File: config.mk
export PLATFORM = sky130hd
export DESIGN_NAME = pbtc_top
export DESIGN_NICKNAME = d
export VERILOG_FILES = /design/src/hdl/pbtc_pkg.sv /design/src/hdl/pbtc_tick_if.sv /design/src/hdl/pbtc_bus.sv /design/src/hdl/pbtc_timebase.sv /design/src/hdl/pbtc_top.sv
export SDC_FILE = /design/constraint.sdc
export NUM_CORES = 1
export LEC_CHECK = 0
export ABC_AREA = 1
export BUFFER_PORTS_ARGS = -buffer_cell sky130_fd_sc_hd__buf_2
export CAP_MARGIN = 20
export CORE_UTILIZATION = 45
export DETAILED_ROUTE_END_ITERATION = 8
export GPL_ROUTABILITY_DRIVEN = 0
export GPL_TIMING_DRIVEN = 0
export PLACE_DENSITY = 0.7
export SLEW_MARGIN = 0
export SYNTH_ARGS = -nofsm -noshare
export SYNTH_HDL_FRONTEND = slang
export SYNTH_SLANG_ARGS = --single-unit
File: constraint.sdc
create_clock -name CLOCK_IN -period 2.6 [get_ports CLOCK_IN]
set_input_delay 0.26 -clock CLOCK_IN [delete_from_list [all_inputs] [get_ports CLOCK_IN]]
set_output_delay 0.26 -clock CLOCK_IN [all_outputs]
set_load 0.01 [all_outputs]
File: src/hdl/pbtc_pkg.sv
// Shared constants, types and decode helpers for the binary timer/counter
`default_nettype none
package pbtc_pkg;

   // ------------------------------------------------------------
   // Widths
   // ------------------------------------------------------------
   localparam int CNT_W       = 8;
   localparam int TB_PERIOD_W = 16;

   // ------------------------------------------------------------
   // Timing
   // ------------------------------------------------------------
   localparam int CLK_PERIOD_NS = 100;
   // Least width of the low phase of the time-base pulse
   localparam int TB_LOW_NS     = 500;
   localparam int TB_LOW_CYC    = (TB_LOW_NS + CLK_PERIOD_NS - 1) / CLK_PERIOD_NS;
   // Shortest period accepted, so that a high phase always exists
   localparam logic [TB_PERIOD_W-1:0] TB_PERIOD_MIN = 16'(2 * TB_LOW_CYC);
   localparam logic [TB_PERIOD_W-1:0] TB_LOW_LEN    = 16'(TB_LOW_CYC);

   // ------------------------------------------------------------
   // Reset and start values
   // ------------------------------------------------------------
   localparam logic [CNT_W-1:0]       OUTS_IDLE_VAL  = 8'hFF;
   localparam logic [CNT_W-1:0]       COUNT_CLR_VAL  = 8'h00;
   localparam logic [CNT_W-1:0]       COUNT_ONE      = 8'h01;
   localparam logic [CNT_W-1:0]       SEL_NONE       = 8'h00;
   localparam logic [TB_PERIOD_W-1:0] DIV_CLR_VAL    = 16'h0000;
   localparam logic [TB_PERIOD_W-1:0] DIV_ONE        = 16'h0001;

   // ------------------------------------------------------------
   // Types
   // ------------------------------------------------------------
   typedef enum logic {
      PBTC_IDLE,
      PBTC_RUN
   } pbtc_state_t;

   // Wired-OR bus level: low while any selected output is low
   function automatic logic pbtc_bus_level(input logic [CNT_W-1:0] outs,
                                           input logic [CNT_W-1:0] sel);
      pbtc_bus_level = &(outs | ~sel);
   endfunction

endpackage
`default_nettype wire

File: src/hdl/pbtc_tick_if.sv
// Interface between the counter control and the time-base node logic
`timescale 1ns/1ns
`default_nettype none
interface pbtc_tick_if;
   import pbtc_pkg::*;

   logic                   run;
   logic                   int_en;
   logic                   inhibit;
   logic                   ext_clk;
   logic [TB_PERIOD_W-1:0] period;
   logic                   tick;
   logic                   node;

   modport ctl (output run, output int_en, output inhibit, output ext_clk, output period,
                input tick, input node);
   modport tb  (input run, input int_en, input inhibit, input ext_clk, input period,
                output tick, output node);
endinterface
`default_nettype wire

File: src/hdl/pbtc_bus.sv
// Wired-OR combiner of the selected weighted count outputs
`timescale 1ns/1ns
`default_nettype none
module pbtc_bus
   import pbtc_pkg::*;
(
   // Clock and reset
   input  wire logic             clk_in,
   input  wire logic             rst_b_in,
   input  wire logic             clk_en_in,
   // Outputs and selection
   input  wire logic [CNT_W-1:0] outs_in,
   input  wire logic [CNT_W-1:0] sel_in,
   // Combined level
   output logic                  level_out,
   output logic                  bus_out
);

   logic bus_q;
   logic bus_d;

   // ------------------------------------------------------------
   // Combined level, registered copy for the pin
   // ------------------------------------------------------------
   always_comb begin
      level_out = pbtc_bus_level(outs_in, sel_in);
      bus_d     = level_out;
   end

   // Unselected outputs float and read as the pull-up level
   always_ff @(posedge clk_in or negedge rst_b_in) begin
      if (!rst_b_in) begin
         bus_q <= 1'b1;
      end else if (clk_en_in) begin
         bus_q <= bus_d;
      end
   end

   assign bus_out = bus_q;

endmodule
`default_nettype wire

File: src/hdl/pbtc_timebase.sv
// Time-base node: internal pulse train or external clock, clamp and edge detect
`timescale 1ns/1ns
`default_nettype none
module pbtc_timebase
   import pbtc_pkg::*;
(
   // Clock and reset
   input  wire logic clk_in,
   input  wire logic rst_b_in,
   input  wire logic clk_en_in,
   // Node side
   pbtc_tick_if.tb   tb_if
);

   logic [TB_PERIOD_W-1:0] div_q;
   logic [TB_PERIOD_W-1:0] div_d;
   logic                   node_q;
   logic                   node_d;
   logic [TB_PERIOD_W-1:0] eff_period;
   logic                   src;

   // ------------------------------------------------------------
   // Internal oscillator and node level
   // ------------------------------------------------------------
   // Oscillator only runs while a timing cycle is active; reset stops it
   always_comb begin
      eff_period = (tb_if.period < TB_PERIOD_MIN) ? TB_PERIOD_MIN : tb_if.period;
      div_d      = DIV_CLR_VAL;
      src        = 1'b1;
      if (tb_if.int_en) begin
         if (tb_if.run) begin
            div_d = (div_q >= eff_period - DIV_ONE) ? DIV_CLR_VAL : div_q + DIV_ONE;
            // Low phase closes each period, so first fall is about T minus the low phase after start
            src   = (div_q < eff_period - TB_LOW_LEN);
         end
      end else begin
         src = tb_if.ext_clk; // External clock drives the node directly
      end
      node_d = tb_if.inhibit ? 1'b0 : src; // Clamp pulls the node low
   end

   always_ff @(posedge clk_in or negedge rst_b_in) begin
      if (!rst_b_in) begin
         div_q  <= DIV_CLR_VAL;
         node_q <= 1'b1;
      end else if (clk_en_in) begin
         div_q  <= div_d;
         node_q <= node_d;
      end
   end

   // ------------------------------------------------------------
   // Count strobe on the falling node edge
   // ------------------------------------------------------------
   // A clamp edge itself must never count, hence the inhibit term
   assign tb_if.tick = clk_en_in & tb_if.run & node_q & ~node_d & ~tb_if.inhibit;
   assign tb_if.node = node_q;

endmodule
`default_nettype wire

File: src/hdl/pbtc_top.sv
// Eight-bit programmable binary timer/counter, top level
`timescale 1ns/1ns
`default_nettype none
module pbtc_top
   import pbtc_pkg::*;
(
   // Clock, reset, enable
   input  wire logic                   CLOCK_IN,
   input  wire logic                   RST_B_IN,
   input  wire logic                   CLK_EN_IN,
   // Control pulses
   input  wire logic                   START_PULSE_IN,
   input  wire logic                   RESET_PULSE_IN,
   // Mode straps
   input  wire logic                   CONTINUOUS_MODE_IN,
   input  wire logic                   SYNTH_MODE_IN,
   input  wire logic                   INT_TIMEBASE_EN_IN,
   // Time base
   input  wire logic [TB_PERIOD_W-1:0] TB_PERIOD_IN,
   input  wire logic                   EXT_CLOCK_IN,
   input  wire logic                   COUNT_INHIBIT_IN,
   // Output bus selection
   input  wire logic [CNT_W-1:0]       BUS_SELECT_IN,
   // Counter outputs
   output logic [CNT_W-1:0]            WEIGHTED_COUNT_OUTPUTS_OUT,
   output logic [CNT_W-1:0]            COUNT_VALUE_OUT,
   output logic                        BUS_OUT,
   output logic                        TIMEBASE_PULSE_NODE_OUT,
   output logic                        RUNNING_OUT
);

   // ------------------------------------------------------------
   // Declarations
   // ------------------------------------------------------------
   pbtc_tick_if tick_if ();

   pbtc_state_t      state_q;
   pbtc_state_t      state_d;
   logic [CNT_W-1:0] count_q;
   logic [CNT_W-1:0] count_d;
   logic [CNT_W-1:0] outs_q;
   logic [CNT_W-1:0] outs_d;
   logic             auto_q;
   logic             auto_d;
   logic             start_req;
   logic             at_modulus;
   logic             bus_level;

   // ------------------------------------------------------------
   // Time-base connection
   // ------------------------------------------------------------
   // Mode inputs are assumed synchronous to CLOCK_IN
   assign tick_if.run     = (state_q == PBTC_RUN);
   assign tick_if.int_en  = INT_TIMEBASE_EN_IN;
   assign tick_if.inhibit = COUNT_INHIBIT_IN;
   assign tick_if.ext_clk = EXT_CLOCK_IN;
   assign tick_if.period  = TB_PERIOD_IN;

   pbtc_timebase u_timebase (
      .clk_in    (CLOCK_IN),
      .rst_b_in  (RST_B_IN),
      .clk_en_in (CLK_EN_IN),
      .tb_if     (tick_if.tb)
   );

   // ------------------------------------------------------------
   // Output bus
   // ------------------------------------------------------------
   pbtc_bus u_bus (
      .clk_in    (CLOCK_IN),
      .rst_b_in  (RST_B_IN),
      .clk_en_in (CLK_EN_IN),
      .outs_in   (outs_q),
      .sel_in    (BUS_SELECT_IN),
      .level_out (bus_level),
      .bus_out   (BUS_OUT)
   );

   // ------------------------------------------------------------
   // Power-up self-start
   // ------------------------------------------------------------
   // One-shot flag set by reset, so the strap is sampled after release
   always_comb begin
      auto_d = auto_q;
      if (CLK_EN_IN) begin
         auto_d = 1'b0;
      end
   end

   always_ff @(posedge CLOCK_IN or negedge RST_B_IN) begin
      if (!RST_B_IN) begin
         auto_q <= 1'b1;
      end else begin
         auto_q <= auto_d;
      end
   end

   // Start request from the pin or from the power-up flag
   assign start_req = START_PULSE_IN | (auto_q & CONTINUOUS_MODE_IN);

   // Synthesizer end point: bus first goes high when count equals N
   // Counts below N always miss at least one selected weight
   assign at_modulus = SYNTH_MODE_IN & bus_level & (BUS_SELECT_IN != SEL_NONE);

   // ------------------------------------------------------------
   // Counter and control state
   // ------------------------------------------------------------
   // All state changes on count strobes, control pulses or the power-up flag only
   always_comb begin
      state_d = state_q;
      count_d = count_q;
      outs_d  = outs_q;
      if (RESET_PULSE_IN) begin
         // Reset wins over a start in the same cycle
         state_d = PBTC_IDLE;
         count_d = COUNT_CLR_VAL;
         outs_d  = OUTS_IDLE_VAL;
      end else begin
         case (state_q)
            PBTC_IDLE: begin
               if (start_req) begin
                  state_d = PBTC_RUN;
                  count_d = COUNT_CLR_VAL;
                  outs_d  = COUNT_CLR_VAL;
               end
            end
            PBTC_RUN: begin
               // Further starts fall through unnoticed here
               if (tick_if.tick) begin
                  if (at_modulus) begin
                     // Retrigger: states 0..N give a period of N+1
                     count_d = COUNT_CLR_VAL;
                  end else begin
                     // Natural 8-bit wrap after 256 states
                     count_d = count_q + COUNT_ONE;
                  end
                  outs_d = count_d;
               end
            end
            default: begin
               state_d = PBTC_IDLE;
               count_d = COUNT_CLR_VAL;
               outs_d  = OUTS_IDLE_VAL;
            end
         endcase
      end
   end

   // Clock enable freezes everything, including pulse detection
   always_ff @(posedge CLOCK_IN or negedge RST_B_IN) begin
      if (!RST_B_IN) begin
         state_q <= PBTC_IDLE;
         count_q <= COUNT_CLR_VAL;
         outs_q  <= OUTS_IDLE_VAL;
      end else if (CLK_EN_IN) begin
         state_q <= state_d;
         count_q <= count_d;
         outs_q  <= outs_d;
      end
   end

   // ------------------------------------------------------------
   // Outputs
   // ------------------------------------------------------------
   // Open-collector levels: 1 is released, 0 is sinking
   assign WEIGHTED_COUNT_OUTPUTS_OUT = outs_q;
   assign COUNT_VALUE_OUT            = count_q;
   assign TIMEBASE_PULSE_NODE_OUT    = tick_if.node;
   assign RUNNING_OUT                = (state_q == PBTC_RUN);

endmodule
`default_nettype wire
; Word-level counts from Yosys, hierarchy flattened
; Index checks and enable logic that the tools add are counted.
[word_totals]
regBits = 36
latch_bits = 0
ram_bits = 0
romBits = 0
input_bits = 34
output_inout_bits = 19
word_cells = 48
mem_count = 0
[op_classes]
addsub = 4
n_mul = 0
div = 0
magnitude_cmp = 3
eq_ne = 2
n_shift = 0
n_mux = 16
bitwise = 13
n_reduce_logical = 3
[op_table]
columns = cell, n
row1 = two-way mux 16 bit, 4
row2 = two-way mux 8 bit, 5
row3 = adder 16 x 1 -> 16 bit (second input constant), 1
row4 = >= comparator 16 bit, 1
row5 = < comparator 16 bit, 1
row6 = < comparator 16 x 4 -> 1 bit (second input constant), 1
row7 = case mux 8 bit (2 select lines), 1
row8 = subtractor 16 x 1 -> 16 bit (second input constant), 1
row9 = subtractor 16 x 3 -> 16 bit (second input constant), 1
row10 = adder 8 x 1 -> 8 bit (second input constant), 1
row11 = inverter 8 bit, 1
row12 = bitwise OR 8 bit, 1
row13 = AND reduction 8 bit, 1
row14 = nonzero test 8 bit, 1
row15 = bitwise AND 1 bit, 7
row16 = two-way mux 1 bit, 6
row17 = inequality test 3 bit (second input constant), 2
row18 = inverter 1 bit, 3
row19 = AND reduction 3 bit, 1
row20 = bitwise OR 1 bit, 1

; Longest topological paths before layout
; Gate-level depths: netlist of run 1.
[logic_depth]
depth_word = 13
depth_mapped = 27
ltp_nobuf = 26

; Hierarchy
; Synthesis of run 1 repeated with hierarchy kept, for this count alone.
[hier_totals]
hier_cells = 522
area_unflattened_um2 = 3555.9
[modules_own_cells]
columns = mod, instances, cells_each, area_per_inst_um2
row1 = pbtc_timebase, 1, 382, 2422.3
row2 = pbtc_top, 1, 112, 999.7
row3 = pbtc_bus, 1, 28, 133.9

; Worst setup path after synthesis of run 1
; Ideal clock, no wire load.
[synth_timing]
kind = in2reg
from = in TB_PERIOD_IN[6]
to = reg u_timebase.div_q[10]
t_arrival_ps = 2609
required_ps = 2467
slack_ps = -142
stages = 21
n_path_buf = 1
path_cell_list = nor2_2 nand3_1 nor2_1 nand2_2 nand2_1 ha_1 inv_1 nor2_1 nand2_2 nor2_4 nand2_1 xor2_1 ha_1 nand2_1 inv_1 nand3_1 nor3_1 o21ai_0 nand3_1 buf_2 o22ai_1
[synth_between]
elab_chain_len = 7
[synth_rtl]
columns = element, line
row1 = start: declaration, pbtc_top.sv:19  ; input wire logic [TB_PERIOD_W-1:0] TB_PERIOD_IN,
row2 = < comparator 16 x 4 -> 1 bit, pbtc_timebase.sv:27  ; eff_period = (tb_if.period < TB_PERIOD_MIN) ? TB_PERIOD_MIN : tb_if.period;
row3 = two-way mux 16 bit *, pbtc_timebase.sv:27
row4 = subtractor 16 x 1 -> 16 bit *, pbtc_timebase.sv:32  ; div_d = (div_q >= eff_period - DIV_ONE) ? DIV_CLR_VAL : div_q + DIV_ONE;
row5 = >= comparator 16 bit *, pbtc_timebase.sv:32
row6 = two-way mux 16 bit *, pbtc_timebase.sv:32
row7 = two-way mux 16 bit *, pbtc_timebase.sv:31  ; if (tb_if.run) begin
row8 = two-way mux 16 bit *, pbtc_timebase.sv:30  ; if (tb_if.int_en) begin
row9 = end signal: assignment, pbtc_timebase.sv:47  ; div_q <= div_d;
row10 = end: declaration, pbtc_timebase.sv:15  ; logic [TB_PERIOD_W-1:0] div_q;
; Mark *: on every way between the ends. The rest lies on a longest branch, timed or not.
; A chain may end at the register's enable or synchronous reset.

; Worst setup path in the final report of run 1
[layout_timing]
from = in TB_PERIOD_IN[7]
to = reg count_q[1], in the netlist COUNT_VALUE_OUT[1]
[layout_between]
elab_chain_len = 12
[layout_rtl]
columns = element, line
row1 = < comparator 16 x 4 -> 1 bit, pbtc_timebase.sv:27
row2 = two-way mux 16 bit *, pbtc_timebase.sv:27
row3 = subtractor 16 x 3 -> 16 bit *, pbtc_timebase.sv:34  ; src = (div_q < eff_period - TB_LOW_LEN);
row4 = < comparator 16 bit *, pbtc_timebase.sv:34
row5 = two-way mux 1 bit *, pbtc_timebase.sv:31
row6 = two-way mux 1 bit *, pbtc_timebase.sv:30
row7 = two-way mux 1 bit *, pbtc_timebase.sv:39  ; node_d = tb_if.inhibit ? 1'b0 : src;
row8 = inverter 1 bit *, pbtc_timebase.sv:56  ; assign tb_if.tick = clk_en_in & tb_if.run & node_q & ~node_d & ~tb_if.inhibit;
row9 = bitwise AND 1 bit * (2 in a row), pbtc_timebase.sv:56
row10 = inequality test 3 bit (no source line) *, n/a
row11 = AND reduction 3 bit (no source line) *, n/a
row12 = end signal: assignment, pbtc_top.sv:157  ; count_q <= count_d;
row13 = end: declaration, pbtc_top.sv:39  ; logic [CNT_W-1:0] count_q;
; Marked as above.

==> flow_summary.yaml, run 1 <==
setup_path:
  worstPathMaxFanout: 6
  critical-path-max-stage-delay_ps: 280
  critPathSlowestCell: "ha_1"
  path_buf_inv: 3
  critPathKind: "primary input to flop"
  timing.critical_path.depth: 25
  timing.critical_path.mode_cell: "nand2_2"
  crit_path_end: "COUNT_VALUE_OUT[1]"
  r2r_slack_ps: 530
  timing.critical_path.to_type: "flop"
  worstReg2RegEnd: "COUNT_VALUE_OUT[1]"
  startpoint_type: "primary input"
  path_delay_family: "simple AND/OR/NAND/NOR gates"
  cp_data_arrival_time_ps: 2920
  worstRegToRegCells: 13
  critical_path.startpoint: "TB_PERIOD_IN[7]"
  worstReg2RegStart: "u_timebase.div_q[7]"
  worstPathRequired_ps: 2780
floorplan:
  rows: 31
  die_height_microns: 88.9
  dieArea_sq_mm: 0.00790
  die-width_microns: 88.9
  io_pins: 53
  effective_utilization_at_floorplan: 0.466
  core-area_sq_mm: 0.00729
final_layout:
  area_growth_from_synthesis_to_final_layout_pct: 35.7
  insertedDiodeCount: 0
  fill_cells: 638
  final_nets: 645
  final_common_cell: "nand2_1"
  final_cells: 678
  final_cell_mix: "nand2_1, inv_1, nand3_1, buf_2, nor2_1"
  final_layout_size_suffix_gt1_frac: 0.339
logic_synthesis:
  simple_gate_share_of_the_synthesized_area: 0.352
  syn_area_per_cell_sq_um: 6.90
  synthCells: 492
  main_combinational_cell_family_by_area_after_synthesis: "simple AND/OR/NAND/NOR gates"
  yosys.area_share.xor_xnor: 0.0696
  ys_seq_area_frac: 0.269
  synth_async_sr_flop_share: 1.00
  postSynth.topFlopCell: "dfrtp_1"
  synth-compound-area-share: 0.106
  synth.ff_latch_count: 36
  ys.warnings.count: 0
  post_synth_instance_area_sq_mm: 0.00340
  synth-adder-area-share: 0.122
  post_synth_mux_area_share: 0
  synth-edff-count: 0
  synth_cell_type_count: 37
  synthesis.nets: 559
timing:
  finalCritPeriodShare: 1.06
  skew_ps: 12.2
  timing.final.setup_violations: 30
  hold-worst-slack_ps: 59.8
  timing.fmax_mhz: 364
  setup_total_negative_slack_ps: -3240
  report.final.hold_viol_count: 0
  timing_worst_slew_pin_value_ps: 808
  report.final.slew_viol_count: 0
  slew-limit-headroom: 0.461
  final_period_minus_worst_setup_slack_ps: 2750
  unrepaired_setup_endpoints_after_global_routing: "true"
  layout_setup_ws_ps: -146
cts:
  postCtsHoldBufs: 0
  cts_max_path_buffers: 2
  cts_tree: "yes"
  clk_transition_reported_paths_ps: 70
  numCtsBuffers: 5
  worstSkewPairLatency_ps: 290
  h_tree_depth: 2
  numClockSinks: 36
  clk_root_buffer_cell: "clkbuf_8"
drt:
  postRouteWirelength_mm: 9.86
  post_drt_via_cell_ratio: 5.37
  drtPass1Iterations: 5
  1st_iter_drt_viols: 211
  avgRoutedWirePerCell_microns: 14.5
  vias: 3643
  ant_nets: 0
  total_drc_errors_in_the_routed_layout: 0
grt:
  global_route.usage.total: 0.247
  grt_pass1_vias: 3283
  grt_max_degree: 37
  antenna_found_initial: 0
  wire_length_of_the_first_global_routing_pass_mm: 15.1
  grt_remaining_overflow: 0
power_and_ir_drop:
  power.density_mw_per_mm2: 328
  static-leakage-power_nw: 2.31
  worst_ir_drop_vdd_uv: 325
status:
  violated_checks: "negative setup slack"
  status: "finished, violations left"
hold_path:
  hold_class: "primary input to asynchronous set/reset pin"
placement:
  placedCellCount: 641
  dp.final_hpwl_mm: 6.50
  placement.io_buffers: 50
  placement.setup.worst_slack_ps: -700
flow_run:
  reported_max_cap_violation_count: 0
## power by group
group	total [W]	internal [W]	switching [W]	leakage [nW]
combinational	0.000431	0.000179	0.000252	1.80
sequential	0.000641	0.000612	0.0000296	0.461
clock	0.000438	0.000242	0.000196	0.0515
## synthesized netlist by cell type, drive strengths merged (7+ instances only)
library cell / instances / area share
nand3: 44 / 0.065
dfrtp: 25 / 0.18
xor2: 26 / 0.067
o22ai: 19 / 0.035
nand3b: 9 / 0.020
ha: 33 / 0.12
a21oi: 16 / 0.024
inv: 60 / 0.066
buf: 7 / 0.012
nor2: 58 / 0.075
nand2: 125 / 0.15
o21ai: 22 / 0.032
dfstp: 11 / 0.085
nor3: 10 / 0.016
nand4: 10 / 0.018
## flip-flops by register name, summed over array words and instances, names as in the netlist
| name | cells |
|---|---|
| u_timebase.div_q | 16 |
| COUNT_VALUE_OUT | 8 |
| WEIGHTED_COUNT_OUTPUTS_OUT | 8 |
| RUNNING_OUT | 1 |
| auto_q | 1 |
| u_bus.bus_out | 1 |
| u_timebase.tb_if.node | 1 |
## layer usage
metal	global-route usage	up-vias	share of wire	wire [microns]
li1	-	1813	-	-
met4	0.0630	0	0.017	168
met5	0	-	0	0
met3	0.0392	21	0.037	367
met1	0.314	1712	0.43	4260
met2	0.436	97	0.51	5060
## per-stage QoR
step / area (sq um) / total power [W] / util
after CTS: 4390 / 0.00148 / 0.602
after global placement: 3850 / 0.000977 / 0.528
after global routing: 4610 / 0.00160 / 0.632
after detailed placement: 3850 / 0.000986 / 0.528
after floorplan: 3470 / 0.000856 / -
final: 4610 / 0.00151 / 0.632
## logic make-up after synthesis
logic type | after synthesis
fa+ha+maj | 33
simple gates | 262
xor+xnor | 27
flops | 36
buf+inv | 70
compound gates | 64
## cell type report
type,instances,area (sq um),area share
repair buffers,79,591,0.128
multi-input cells,386,2570,0.557
well taps,99,124,0.0269
plain buffers,9,67.6,0.0147
flip-flops and latches,36,915,0.198
inverters,61,246,0.0535
clock buffers,8,100,0.0217
## timing repair
item	in CTS	in global routing
cloned	3	0
resized for setup	68	54
setup buffers	22	4
setup endpoints to repair	33	33
pin swaps	34	41
## how the worst min path moves through the flow
stage	cells past startpoint	end
floorplan	0	COUNT_VALUE_OUT[0]
detailed placement	1	u_timebase.div_q[14]
global placement	1	u_timebase.div_q[14]
global route	1	u_timebase.div_q[14]
CTS	1	u_timebase.div_q[1]
finish	1	u_timebase.div_q[14]
Note: power is estimated with default switching activity, not from simulation.
==> run 2, diff against run 1 <==
--- a/config.mk
+++ b/config.mk
@@ -8,11 +8,10 @@
 export ABC_AREA = 1
 export BUFFER_PORTS_ARGS = -buffer_cell sky130_fd_sc_hd__buf_2
 export CAP_MARGIN = 20
-export CORE_UTILIZATION = 45
+export CORE_UTILIZATION = 35
 export DETAILED_ROUTE_END_ITERATION = 8
 export GPL_ROUTABILITY_DRIVEN = 0
 export GPL_TIMING_DRIVEN = 0
-export PLACE_DENSITY = 0.7
 export SLEW_MARGIN = 0
 export SYNTH_ARGS = -nofsm -noshare
 export SYNTH_HDL_FRONTEND = slang
==> flow_summary.yaml, run 2 (same netlist as run 1, synthesis figures left out) <==
final_layout:
  fill_cells: 873
  final_layout_size_suffix_gt1_frac: 0.360
  insertedDiodeCount: 0
  final_cell_mix: "nand2_1, inv_1, buf_2, nor2_1, nand3_1"
  final_common_cell: "nand2_1"
  area_growth_from_synthesis_to_final_layout_pct: 39.0
  final_nets: 643
  post-route-util: 0.506
  largest_register: "u_timebase.div_q"
  multi_input_area_sq_mm: 0.00266
  largest_reg_flops: 16
  register_area_sq_um: 915
timing:
  timing.final.setup_violations: 28
  skew_ps: 9.28
  final_period_minus_worst_setup_slack_ps: 2730
  report.final.slew_viol_count: 0
  timing_worst_slew_pin_value_ps: 822
  finalCritPeriodShare: 1.05
  slew-limit-headroom: 0.452
  setup_total_negative_slack_ps: -2100
  layout_setup_ws_ps: -131
  report.final.hold_viol_count: 0
  timing.fmax_mhz: 366
  unrepaired_setup_endpoints_after_global_routing: "true"
setup_path:
  path_buf_inv: 4
  path_delay_family: "simple AND/OR/NAND/NOR gates"
  critical-path-max-stage-delay_ps: 300
  critPathSlowestCell: "ha_1"
  timing.critical_path.to_type: "flop"
  critPathKind: "primary input to flop"
  worstPathMaxFanout: 5
  timing.critical_path.mode_cell: "nand2_2"
  startpoint_type: "primary input"
  cp_data_arrival_time_ps: 2910
  worstPathRequired_ps: 2780
drt:
  avgRoutedWirePerCell_microns: 13.2
  drtPass1Iterations: 5
  postRouteWirelength_mm: 9.34
  vias: 3531
  1st_iter_drt_viols: 123
  total_drc_errors_in_the_routed_layout: 0
  ant_nets: 0
  post_drt_via_cell_ratio: 5.00
placement:
  placement.io_buffers: 50
  dp.final_hpwl_mm: 6.75
power_and_ir_drop:
  p_total_w: 0.00156
  static-leakage-power_nw: 2.30
  worst_ir_drop_vdd_uv: 231
  power.density_mw_per_mm2: 330
cts:
  clk_root_buffer_cell: "clkbuf_8"
  cts_max_path_buffers: 2
  numCtsBuffers: 5
  h_tree_depth: 2
  cts_tree: "yes"
  worstSkewPairLatency_ps: 290
  numClockSinks: 36
  clk_transition_reported_paths_ps: 80
floorplan:
  core-area_sq_mm: 0.00933
  effective_utilization_at_floorplan: 0.364
  dieArea_sq_mm: 0.0101
  io_pins: 53
  rows: 35
  die_height_microns: 101
  die-width_microns: 101
grt:
  grt_remaining_overflow: 0
  global_route.usage.total: 0.193
  wire_length_of_the_first_global_routing_pass_mm: 15.7
  antenna_found_initial: 0
  grt_pass1_vias: 3374
  grt_max_degree: 37
status:
  violated_checks: "negative setup slack"
  status: "finished, violations left"
flow_run:
  reported_max_cap_violation_count: 0
hold_path:
  hold_class: "primary input to asynchronous set/reset pin"
==> run 2: cell types whose count changed in the layout (fill, tap and decap cells not counted), sizes merged <==
cell    change
buf         -2
clkbuf      -2
bufinv      +1
clkinv      +1
==> run 2: cell type report <==
class	count	share of cell area
clock inverter	2	0.00742
buffer	9	0.0135
timing repair buffer	77	0.119
tap	129	0.0342
sequential	36	0.194
inverter	61	0.0533
clock buffer	6	0.0154
multi-input combinational	386	0.563
==> run 2: stage by stage <==
stage | hold slack (ps) | area (sq um) | worst slack (ps) | cells
floorplan | -35.6 | 3470 | 2.03 | 492
global placement | 400 | 3880 | -657 | 671
detailed placement | 405 | 3880 | -707 | 671
CTS | 90.4 | 4480 | -50.6 | 699
global route | 128 | 4720 | -309 | 706
finish | 56.9 | 4720 | -131 | 706
==> run 2: worst reg2reg max path, delay by kind of cell (launching register included) <==
family,cells,cell delay (ps)
AO/OA/AOI/OAI,2,300
buffers and inverters,1,140
AND/OR/NAND/NOR,8,630
adder cells (fa/ha/maj),1,340
flip-flops,1,440
==> run 2: power by group <==
group	total (W)	internal [W]	switching, W
Sequential	0.000643	0.000612	0.0000312
Combinational	0.000424	0.000176	0.000248
Clock	0.000490	0.000285	0.000206
Total	0.00156	0.00107	0.000485
==> run 2: per-layer routing <==
metal  vias to the layer above  track usage  share of wire
met1                      1660        0.245           0.45
li1                       1797            -              -
met2                        60        0.344           0.51
met4                         0       0.0435          0.012
met3                        14       0.0291          0.028
met5                         -            0              0
==> run 2: final timing paths <==
check	start	end	slack, ps	depth (start not counted)
hold / removal	RST_B_IN	u_timebase.div_q[13]	60	1
hold reg to reg	auto_q	auto_q	450	2
min in group CLOCK_IN	CLK_EN_IN	u_timebase.div_q[3]	260	2
setup reg to reg	u_timebase.div_q[15]	COUNT_VALUE_OUT[0]	630	12
setup / recovery	TB_PERIOD_IN[1]	COUNT_VALUE_OUT[0]	-130	25
max in group asynchronous	RST_B_IN	u_timebase.div_q[5]	2010	1
==> run 2: repair_timing <==
action,4_1_cts,5_1_grt
setup endpoints to repair,33,33
pin swaps,39,36
hold endpoints to repair,0,0
buffers inserted,17,7
resized for setup,89,53
hold buffers,0,0
gates cloned,3,0
